`src/hdl/dwm_pkg.sv`:
```
// Purpose: shared constants and helpers for the data watchpoint block
// Assumes: 32-bit Avalon-MM register bus, byte addressed, one word per register
// Notes: all offsets and fields, the control and address reset values and the bus state codes live here
package dwm_pkg;

  // register byte offsets
  localparam logic [4:0] OFS_CONTROL = 5'h00;
  localparam logic [4:0] OFS_ADDRESS = 5'h04;
  localparam logic [4:0] OFS_STATUS = 5'h08;
  localparam logic [4:0] OFS_CLEAR = 5'h0C;
  localparam logic [4:0] OFS_ENABLE = 5'h10;
  localparam logic [4:0] OFS_HIT_ADDR = 5'h14;
  localparam logic [4:0] OFS_HIT_COUNT = 5'h18;

  // control register field positions
  localparam int CTRL_EN_BIT = 0;
  localparam int CTRL_PRIV_LSB = 1;
  localparam int CTRL_TYPE_LSB = 3;
  localparam int CTRL_LANE_LSB = 5;
  localparam int CTRL_HYP_BIT = 13;
  localparam int CTRL_SEC_LSB = 14;
  localparam int CTRL_LBN_LSB = 16;
  localparam int CTRL_LINK_BIT = 20;
  localparam int CTRL_MASK_LSB = 24;

  // writable bits and reset values
  localparam logic [31:0] CTRL_WMASK = 32'h1F1FFFFF;
  localparam logic [31:0] ADDR_WMASK = 32'hFFFFFFFC;
  localparam logic [31:0] CTRL_RESET = 32'h00000000;
  localparam logic [31:0] ADDR_RESET = 32'h00000000;

  // access type filter codes
  localparam logic [1:0] TYPE_RSVD = 2'h0;
  localparam logic [1:0] TYPE_ALL = 2'h3;

  // range mask: smallest usable value, reserved values
  localparam logic [4:0] MASK_MIN = 5'h03;
  localparam logic [4:0] MASK_RSVD1 = 5'h01;
  localparam logic [4:0] MASK_RSVD2 = 5'h02;

  // security filter codes
  localparam logic [1:0] SEC_NONSECURE = 2'h1;
  localparam logic [1:0] SEC_SECURE = 2'h2;

  // interrupt status bit positions
  localparam int IRQ_W = 2;
  localparam int IRQ_HIT = 0;
  localparam int IRQ_CFG = 1;

  // bus handshake states, gray ordered
  typedef enum logic [1:0] {
    DWM_BUS_IDLE = 2'b00,
    DWM_BUS_ACK = 2'b01
  } dwm_bus_e;

  // byte-enable merge of a write into a register
  function automatic logic [31:0] dwm_merge(input logic [31:0] old_val,
                                            input logic [31:0] new_val,
                                            input logic [3:0] be,
                                            input logic [31:0] wmask);
    logic [31:0] res;
    res = old_val;
    for (int i = 0; i < 4; i++) begin
      if (be[i]) begin
        res[8*i +: 8] = new_val[8*i +: 8];
      end
    end
    return res & wmask;
  endfunction

endpackage

```
`src/hdl/dwm_access_if.sv`:
```
// Purpose: carries one pipeline data access to the watchpoint comparators
// Assumes: fields valid for one clock while valid is high
// Notes: top drives it, comparator modules only read it
`timescale 1ns/1ps
interface dwm_access_if;
  logic valid;
  logic [31:0] addr;
  logic [1:0] size;
  logic load;
  logic store;
  logic priv;
  logic hyp;
  logic secure;

  modport src (output valid, addr, size, load, store, priv, hyp, secure);
  modport sink (input valid, addr, size, load, store, priv, hyp, secure);
endinterface

```
`src/hdl/dwm_addr_match.sv`:
```
// Purpose: byte-lane and range-mask address comparison for one access
// Assumes: access size code 0..3 means 1, 2, 4, 8 bytes from addr
// Notes: purely combinational
`timescale 1ns/1ps
module dwm_addr_match
  import dwm_pkg::*;
(
  dwm_access_if.sink acc,
  input wire logic [31:0] watch_addr,
  input wire logic [7:0] lanes,
  input wire logic [4:0] mask,
  output logic hit
);

  // one access byte against the watched bytes
  function automatic logic byte_hit(input logic [31:0] b, input logic [31:0] base,
                                    input logic [31:0] mvec, input logic [7:0] sel);
    logic [31:0] off;
    off = b - base;
    if (mvec != 32'h00000000) begin
      return ((b ^ base) & ~mvec) == 32'h00000000;
    end
    return (off < 32'h00000008) && sel[off[2:0]];
  endfunction

  // walk every byte covered; start word may differ from watch word
  always_comb begin
    logic [31:0] base;
    logic [31:0] mvec;
    logic [3:0] nbytes;
    base = {watch_addr[31:2], 2'b00};
    mvec = (mask >= MASK_MIN) ? ((32'h00000001 << mask) - 32'h00000001) : 32'h00000000;
    nbytes = 4'h1 << acc.size;
    hit = 1'b0;
    for (int j = 0; j < 8; j++) begin
      if (4'(j) < nbytes && byte_hit(acc.addr + 32'(j), base, mvec, lanes)) begin
        hit = 1'b1;
      end
    end
  end

endmodule // dwm_addr_match

```
`src/hdl/dwm_type_filter.sv`:
```
// Purpose: access-type, privilege, hyp and security filters for one access
// Assumes: swap presents load and store both high
// Notes: purely combinational
`timescale 1ns/1ps
module dwm_type_filter
  import dwm_pkg::*;
(
  dwm_access_if.sink acc,
  input wire logic [1:0] access_type_select,
  input wire logic [1:0] privilege_filter,
  input wire logic hyp_mode_filter,
  input wire logic [1:0] security_filter,
  output logic pass
);

  logic type_ok;
  logic priv_ok;
  logic sec_ok;

  // load/store kind; reserved code matches nothing
  assign type_ok = (access_type_select == TYPE_ALL) ||
                   (access_type_select[0] && acc.load) ||
                   (access_type_select[1] && acc.store);

  // mode filter; hyp accesses ignore the privilege field
  assign priv_ok = acc.hyp ? hyp_mode_filter
                 : (acc.priv ? privilege_filter[0] : privilege_filter[1]);

  // security state filter
  assign sec_ok = (security_filter == SEC_NONSECURE) ? !acc.secure
                : (security_filter == SEC_SECURE) ? acc.secure : 1'b1;

  assign pass = type_ok && priv_ok && sec_ok;

endmodule // dwm_type_filter

```
`src/hdl/dwm_top.sv`:
```
// Purpose: data watchpoint comparator with Avalon-MM control registers
// Assumes: pipeline access inputs are synchronous and valid for one clock
// Notes: debug event is a one-clock pulse one cycle after the access
//
// Notes on behaviour
// - control bits 12:5 select which of eight bytes are watched
// - watch address is word aligned; with no range mask (mask below 3) only selected bytes of that region match
// - any overlap with a watched byte hits, for any access width
// - unaligned access starting in another word still hits on overlap
// - access type 01 matches loads, exclusive loads and swaps
// - access type 10 matches stores, exclusive stores and swaps
// - access type 11 matches all; 00 is reserved for software
// - privilege filter bits 2:1 qualify match by processor mode
// - control bit 0 enables the watchpoint
// - disabled watchpoint never raises a debug event
// - mask bits 28:24 drop low address bits; values 1, 2 reserved
// - link bit 20 also requires the linked context match
// - security filter bits 15:14 qualify match by security state
//
// The Avalon-MM slave port and the register offsets were left to the implementer.
`timescale 1ns/1ps
module dwm_top
  import dwm_pkg::*;
#(
  parameter int COUNT_W = 16
)
(
  input wire logic clock,
  input wire logic sys_rst,
  input wire logic [4:0] avs_address,
  input wire logic avs_read,
  input wire logic avs_write,
  input wire logic [31:0] avs_writedata,
  input wire logic [3:0] avs_byteenable,
  output logic [31:0] avs_readdata,
  output logic avs_waitrequest,
  input wire logic acc_valid,
  input wire logic [31:0] acc_addr,
  input wire logic [1:0] acc_size,
  input wire logic acc_load,
  input wire logic acc_store,
  input wire logic acc_priv,
  input wire logic acc_hyp,
  input wire logic acc_secure,
  input wire logic ctx_match,
  output logic [3:0] linked_break_index,
  output logic wp_event,
  output logic irq
);

  // package items used throughout the body
  import dwm_pkg::*;

  // register state
  logic [31:0] watch_control_reg;
  logic [31:0] watch_address_reg;
  logic [IRQ_W-1:0] irq_status_reg;
  logic [IRQ_W-1:0] irq_enable_reg;
  logic [31:0] hit_addr_reg;
  logic [COUNT_W-1:0] hit_count_reg;
  logic [31:0] readdata_reg;
  logic event_reg;
  logic cfg_bad_reg;
  dwm_bus_e bus_state_reg;
  dwm_bus_e bus_state_next;

  // control fields
  logic wp_enable;
  logic [1:0] privilege_filter;
  logic [1:0] access_type_select;
  logic [7:0] byte_lane_select;
  logic hyp_mode_filter;
  logic [1:0] security_filter;
  logic link_type;
  logic [4:0] range_mask;

  // bus decode
  logic bus_req;
  logic bus_done;
  logic wr_done;
  logic [31:0] read_mux;

  // match results
  logic addr_hit;
  logic filter_pass;
  logic link_ok;
  logic hit_now;
  logic cfg_bad;
  logic [IRQ_W-1:0] irq_set;
  logic [IRQ_W-1:0] irq_clr;
  logic [IRQ_W-1:0] irq_status_next;
  logic cfg_rise;

  // per-register write strobes
  logic wr_control;
  logic wr_address;
  logic wr_enable;
  logic wr_clear;

  // programming faults
  logic type_rsvd;
  logic mask_rsvd;
  logic index_stray;

  // interface instance for the comparators
  dwm_access_if acc_bus ();

  // field extraction from the control register

  // split control register into named fields
  assign wp_enable = watch_control_reg[CTRL_EN_BIT];
  assign privilege_filter = watch_control_reg[CTRL_PRIV_LSB +: 2];
  assign access_type_select = watch_control_reg[CTRL_TYPE_LSB +: 2];
  assign byte_lane_select = watch_control_reg[CTRL_LANE_LSB +: 8];
  assign hyp_mode_filter = watch_control_reg[CTRL_HYP_BIT];
  assign security_filter = watch_control_reg[CTRL_SEC_LSB +: 2];
  assign linked_break_index = watch_control_reg[CTRL_LBN_LSB +: 4];
  assign link_type = watch_control_reg[CTRL_LINK_BIT];
  assign range_mask = watch_control_reg[CTRL_MASK_LSB +: 5];

  // access carrier towards the comparators

  // drive the access interface from the pipeline pins
  assign acc_bus.valid = acc_valid;
  assign acc_bus.addr = acc_addr;
  assign acc_bus.size = acc_size;
  assign acc_bus.load = acc_load;
  assign acc_bus.store = acc_store;
  assign acc_bus.priv = acc_priv;
  assign acc_bus.hyp = acc_hyp;
  assign acc_bus.secure = acc_secure;

  // byte lane and range comparison
  dwm_addr_match u_addr_match (
    .acc(acc_bus.sink),
    .watch_addr(watch_address_reg),
    .lanes(byte_lane_select),
    .mask(range_mask),
    .hit(addr_hit)
  );

  // access kind, mode and security filters
  dwm_type_filter u_type_filter (
    .acc(acc_bus.sink),
    .access_type_select(access_type_select),
    .privilege_filter(privilege_filter),
    .hyp_mode_filter(hyp_mode_filter),
    .security_filter(security_filter),
    .pass(filter_pass)
  );

  // hit decision

  // unlinked ignores context; linked needs the breakpoint context hit
  assign link_ok = !link_type || ctx_match;

  // every condition in one access, gated by enable
  assign hit_now = wp_enable &&
                   acc_valid &&
                   addr_hit &&
                   filter_pass &&
                   link_ok;

  // registered one-clock debug event
  always_ff @(posedge clock) begin
    if (sys_rst) begin
      event_reg <= 1'b0;
    end else begin
      event_reg <= hit_now;
    end
  end

  // event output straight from its flop
  assign wp_event = event_reg;

  // capture address of the most recent hitting access
  always_ff @(posedge clock) begin
    if (sys_rst) begin
      hit_addr_reg <= 32'h00000000;
    end else if (hit_now) begin
      hit_addr_reg <= acc_addr;
    end
  end

  // count hits, wrapping
  always_ff @(posedge clock) begin
    if (sys_rst) begin
      hit_count_reg <= '0;
    end else if (hit_now) begin
      hit_count_reg <= hit_count_reg + COUNT_W'(1);
    end
  end

  // programming check: reserved codes or a stray linked index

  // reserved type, reserved mask or a stray linked index
  assign type_rsvd = (access_type_select == TYPE_RSVD);
  assign mask_rsvd = (range_mask == MASK_RSVD1) || (range_mask == MASK_RSVD2);
  assign index_stray = !link_type && (linked_break_index != 4'h0);

  // flags settings whose behaviour is unpredictable, only while enabled
  assign cfg_bad = wp_enable && (type_rsvd || mask_rsvd || index_stray);

  // remember previous level to raise the event once per entry
  always_ff @(posedge clock) begin
    if (sys_rst) begin
      cfg_bad_reg <= 1'b0;
    end else begin
      cfg_bad_reg <= cfg_bad;
    end
  end

  // Avalon-MM slave handshake: one wait cycle per request

  // any request on the register bus
  assign bus_req = avs_read || avs_write;

  // idle sees a request, ack releases it the next cycle
  always_comb begin
    bus_state_next = bus_state_reg;
    unique case (bus_state_reg)
      DWM_BUS_IDLE: begin
        if (bus_req) begin
          bus_state_next = DWM_BUS_ACK;
        end
      end
      DWM_BUS_ACK: begin
        bus_state_next = DWM_BUS_IDLE;
      end
      default: begin
        bus_state_next = DWM_BUS_IDLE;
      end
    endcase
  end

  // handshake state register
  always_ff @(posedge clock) begin
    if (sys_rst) begin
      bus_state_reg <= DWM_BUS_IDLE;
    end else begin
      bus_state_reg <= bus_state_next;
    end
  end

  // ack cycle ends the transfer; wait only while the request is new
  assign bus_done = (bus_state_reg == DWM_BUS_ACK) && bus_req;
  assign wr_done = bus_done && avs_write;
  assign avs_waitrequest = bus_req && (bus_state_reg != DWM_BUS_ACK);

  // one strobe per writable offset, all on the ack edge
  assign wr_control = wr_done && (avs_address == OFS_CONTROL);
  assign wr_address = wr_done && (avs_address == OFS_ADDRESS);
  assign wr_enable = wr_done && (avs_address == OFS_ENABLE) && avs_byteenable[0];
  assign wr_clear = wr_done && (avs_address == OFS_CLEAR) && avs_byteenable[0];

  // read mux; unmapped offsets read zero
  always_comb begin
    read_mux = 32'h00000000;
    unique case (avs_address)
      OFS_CONTROL: read_mux = watch_control_reg;
      OFS_ADDRESS: read_mux = watch_address_reg;
      OFS_STATUS: read_mux = 32'(irq_status_reg);
      OFS_CLEAR: read_mux = 32'h00000000; // write-only
      OFS_ENABLE: read_mux = 32'(irq_enable_reg);
      OFS_HIT_ADDR: read_mux = hit_addr_reg;
      OFS_HIT_COUNT: read_mux = 32'(hit_count_reg);
      default: read_mux = 32'h00000000;
    endcase
  end

  // read data latched in the wait cycle, stands through the ack cycle
  always_ff @(posedge clock) begin
    if (sys_rst) begin
      readdata_reg <= 32'h00000000;
    end else if (avs_read && bus_state_reg == DWM_BUS_IDLE) begin
      readdata_reg <= read_mux;
    end
  end

  // read data straight from its flop
  assign avs_readdata = readdata_reg;

  // register writes, taken at the edge that ends the ack cycle

  // watchpoint control register
  always_ff @(posedge clock) begin
    if (sys_rst) begin
      watch_control_reg <= CTRL_RESET;
    end else if (wr_control) begin
      watch_control_reg <= dwm_merge(watch_control_reg, avs_writedata,
                                     avs_byteenable, CTRL_WMASK);
    end
  end

  // watch address register, low two bits forced to zero
  always_ff @(posedge clock) begin
    if (sys_rst) begin
      watch_address_reg <= ADDR_RESET;
    end else if (wr_address) begin
      watch_address_reg <= dwm_merge(watch_address_reg, avs_writedata,
                                     avs_byteenable, ADDR_WMASK);
    end
  end

  // interrupt enable register
  always_ff @(posedge clock) begin
    if (sys_rst) begin
      irq_enable_reg <= '0;
    end else if (wr_enable) begin
      irq_enable_reg <= avs_writedata[IRQ_W-1:0];
    end
  end

  // sticky interrupt status; set beats a same-cycle clear

  // configuration fault counts once on entry
  assign cfg_rise = cfg_bad && !cfg_bad_reg;

  // event sources
  assign irq_set[IRQ_HIT] = hit_now;
  assign irq_set[IRQ_CFG] = cfg_rise;

  // write-one-to-clear through the clear register
  assign irq_clr = wr_clear ? avs_writedata[IRQ_W-1:0] : '0;

  // next status: clear first, then new events on top
  assign irq_status_next = (irq_status_reg & ~irq_clr) | irq_set;

  // status bits
  always_ff @(posedge clock) begin
    if (sys_rst) begin
      irq_status_reg <= '0;
    end else begin
      irq_status_reg <= irq_status_next;
    end
  end

  // level interrupt while any enabled status bit is set
  assign irq = |(irq_status_reg & irq_enable_reg);

endmodule // dwm_top

```
`config.mk`:
```
export PLATFORM = sky130hd
export DESIGN_NAME = dwm_top
export DESIGN_NICKNAME = d
export VERILOG_FILES = /design/src/hdl/dwm_pkg.sv /design/src/hdl/dwm_access_if.sv /design/src/hdl/dwm_addr_match.sv /design/src/hdl/dwm_type_filter.sv /design/src/hdl/dwm_top.sv
export SDC_FILE = /design/constraint.sdc
export NUM_CORES = 1
export LEC_CHECK = 0
export ABC_AREA = 1
export BUFFER_PORTS_ARGS = -buffer_cell sky130_fd_sc_hd__buf_4
export CELL_PAD_IN_SITES_DETAIL_PLACEMENT = 1
export CELL_PAD_IN_SITES_GLOBAL_PLACEMENT = 2
export CORE_UTILIZATION = 30
export DETAILED_ROUTE_END_ITERATION = 8
export PLACE_DENSITY = 0.83
export SLEW_MARGIN = 20
export SYNTH_ARGS = -nofsm -noshare
export SYNTH_HDL_FRONTEND = slang
export SYNTH_SLANG_ARGS = --single-unit
```
`constraint.sdc`:
```
create_clock -name clock -period 4.7 [get_ports clock]
set_input_delay 0.94 -clock clock [delete_from_list [all_inputs] [get_ports clock]]
set_output_delay 0.94 -clock clock [all_outputs]
set_load 0.1 [all_outputs]
```
==> flow_metrics.env <==
export IMPL_root_buffer="clkbuf_16"
export IMPL_critical_path_max_fanout=7
export IMPL_async_reset_ff_share_pct=0
export IMPL_r2r_start="watch_control_reg[25]"
export IMPL_place_ws_ns=-1.930
export IMPL_dieWidth_um=311.7
export IMPL_yosysTopAreaCellShare_pct=21.30
export IMPL_clock_latency_ns=0.45
export IMPL_min_path_type="register to register"
export IMPL_worst_pin_slew_ns=1.144
export IMPL_antenna_found_initial=12
export IMPL_synth_top_cells_by_area="nand2_1 21%, ha_1 11%, inv_1 10%"
export IMPL_cts_htree_levels=4
export IMPL_seq_power_share_pct=18.5
export IMPL_clock_sinks=143
export IMPL_core_area_um2=95010
export IMPL_synth_ff_type="dfxtp_1"
export IMPL_synth_most_common_cell="nand2_1"
export IMPL_fin_crit_sh_pct=107.3
export IMPL_period_needed_ns=5.045
export IMPL_cts_hold_buffers=0
export IMPL_placed_area_um2=40950
export IMPL_pwr_share_comb_pct=58.6
export IMPL_fin_skew_ns=0.01191
export IMPL_cts_inserted_buffers=17
export IMPL_port_buffers=124
export IMPL_nets=7136
export IMPL_grt_use_total_pct=43.65
export IMPL_start_kind="input pin"
export IMPL_drt_pass1_iterations=5
export IMPL_met1_length_mm=86.51
export IMPL_syn_to_final_growth_pct=65.31
export IMPL_rsz0062_at_grt="true"
export IMPL_die_area_um2=97160
export IMPL_fin_hold_ws_ns=0.4637
export IMPL_yosysWarningCount=0
export IMPL_dr_wl_met2_mm=95.79
export IMPL_finalMaxSlewViolations=0
export IMPL_power_internal_mw=3.770
export IMPL_syn_inst=5340
export IMPL_critPathKind="input pin to register"
export IMPL_place_gp_congestion=1.127
export IMPL_synthTopCellsByCount="1633 x nand2_1, 763 x inv_1, 649 x nor2_1"
export IMPL_vias=43840
export IMPL_leakage_nw=23.25
export IMPL_clkPwrFrac_pct=22.9
export IMPL_postSynthAreaPerCell_um2=5.389
export IMPL_finalWirelength_mm=220.1
export IMPL_hpwlAfterDp_mm=180.1
export IMPL_max_freq_mhz=198.2
export IMPL_grt_pass1_wl_mm=308.2
export IMPL_cts_tree="done"
export IMPL_critPathSlowestCell="ha_4"
export IMPL_critPathArrivalTime_ns=5.38
export IMPL_crit_top_cell="nand2_1"
export IMPL_cap_viol_max_count=0
export IMPL_std_cell_rows=113
export IMPL_swShare_pct=42.74
export IMPL_p_sw_mw=2.814
export IMPL_grt_max_degree=61
export IMPL_start_util_pct=30.29
export IMPL_critPathMaxStageDelay_ns=0.36
export IMPL_clk_path_buf_depth=2
export IMPL_postRouteAntennaNets=0
export IMPL_avgRoutedWirePerCell_um=27.23
export IMPL_worstHoldStart="watch_address_reg[26]"
export IMPL_synth_edf_count=0
export IMPL_setup_viol=50
export IMPL_worstSetupEndpointType="register"
export IMPL_drtIter0Drc=3358
export IMPL_cp_required_ns=5.03
export IMPL_die_h_um=311.7
export IMPL_drive_above_1_share_pct=36.06
export IMPL_syn_area_um2=28780
export IMPL_final_area_um2=47570
export IMPL_relSlewSlack_pct=23.63
export IMPL_path_clk_slew_ns=0.07
export IMPL_ios=125
export IMPL_ys_seq_elements=143
export IMPL_seq_area_frac_synth_pct=9.948
export IMPL_wl_met3_mm=17.44
export IMPL_gr_total_overflow=0
export IMPL_power_mw=6.585
export IMPL_fin_ws_ns=-0.3448
export IMPL_critical_path_buf_inv_count=11
export IMPL_vdd_ir_drop_max_v=0.0003133
export IMPL_synth_distinct_cells=60
export IMPL_violations="negative setup slack"
export IMPL_routed_top_layer="met5"
export IMPL_startpoint="acc_addr[13]"
export IMPL_crit_family="simple AND/OR/NAND/NOR gates"
export IMPL_viasPerCell=5.424
export IMPL_yosys_area_top_type="nand2_1"
export IMPL_syn_nets=5678
export IMPL_drc=0
export IMPL_status="complete, but fails checks"
export IMPL_power_density_nw_per_um2=138.4
export IMPL_hold_violations=0
export IMPL_grt_pass1_vias=44910
[tightest hold or removal path, delay by kind of cell (launching register included)]
family	cells	cell delay (ns)
DFF	1	0.30
buffers and inverters	1	0.06
AOI/OAI and AO/OA	1	0.06
[per-layer routing]
layer	up-vias	global-route usage, %
li1	20130	-
met1	21140	52.39
met2	1905	69.12
met3	651	7.846
met4	8	33.43
met5	-	0
[through the flow]
step                      util [%]  instances  TNS (ns)
after floorplan                  -       5340         0
after global placement       43.10       7952    -91.94
after CTS                    48.55       8049   -0.5413
after detailed placement     43.10       7952    -91.75
after global routing         50.05       8076    -21.05
final                        50.07       8082    -14.86
[cells by family after synthesis]
logic type      after synthesis  synth area share [%]
compound gates              811                 15.11
xor+xnor                    247                 7.518
fa+ha+maj                   252                 11.17
buf+inv                     889                 12.30
flops                       143                 9.948
mux                           1               0.03479
simple gates               2997                 43.93
[final timing paths]
check	end	slack, ns	depth (start not counted)
min reg2reg	watch_address_reg[26]	0.46	2
max reg2reg	hit_addr_reg[21]	-0.24	24
min	watch_address_reg[26]	0.46	2
max	hit_addr_reg[21]	-0.34	35
[cell usage in the layout, fill, tap and decap left out, types with 87 or more instances in the layout]
master,count
nand2_2,133
o21ai_0,193
nand4_1,144
ha_4,87
ha_1,145
nand2_1,1461
xor2_1,165
nor2_2,117
dfxtp_1,143
inv_1,722
buf_4,1427
a21oi_1,284
nor2_1,476
nand3_1,350
a21oi_2,98
[power groups by stage]
stage	clock network, mW	logic [mW]	registers [mW]
final	1.51	3.86	1.22
after global routing	1.55	4.09	1.21
after CTS	1.52	3.61	1.22
after detailed placement	0	3.23	1.24
after global placement	0	3.18	1.24
after floorplan	0	1.50	1.24
[final cells by class]
class                   count  area (um2)
inverters                 792        3014
fillers                 12700       47440
clock buffers              18       439.2
repair buffers           1536       12370
clock inverters            14       205.2
flip-flops and latches    143        2863
well taps                1265        1583
multi-input cells        4308       27080
diodes                      6       15.01
[what timing repair did]
item | CTS | global route
endpoints found under the setup margin | 50 | 50
cloned | 2 | 5
setup buffers | 66 | 24
gates resized for setup | 928 | 291
pin swaps | 215 | 151
(Power assumes the default switching activity.)
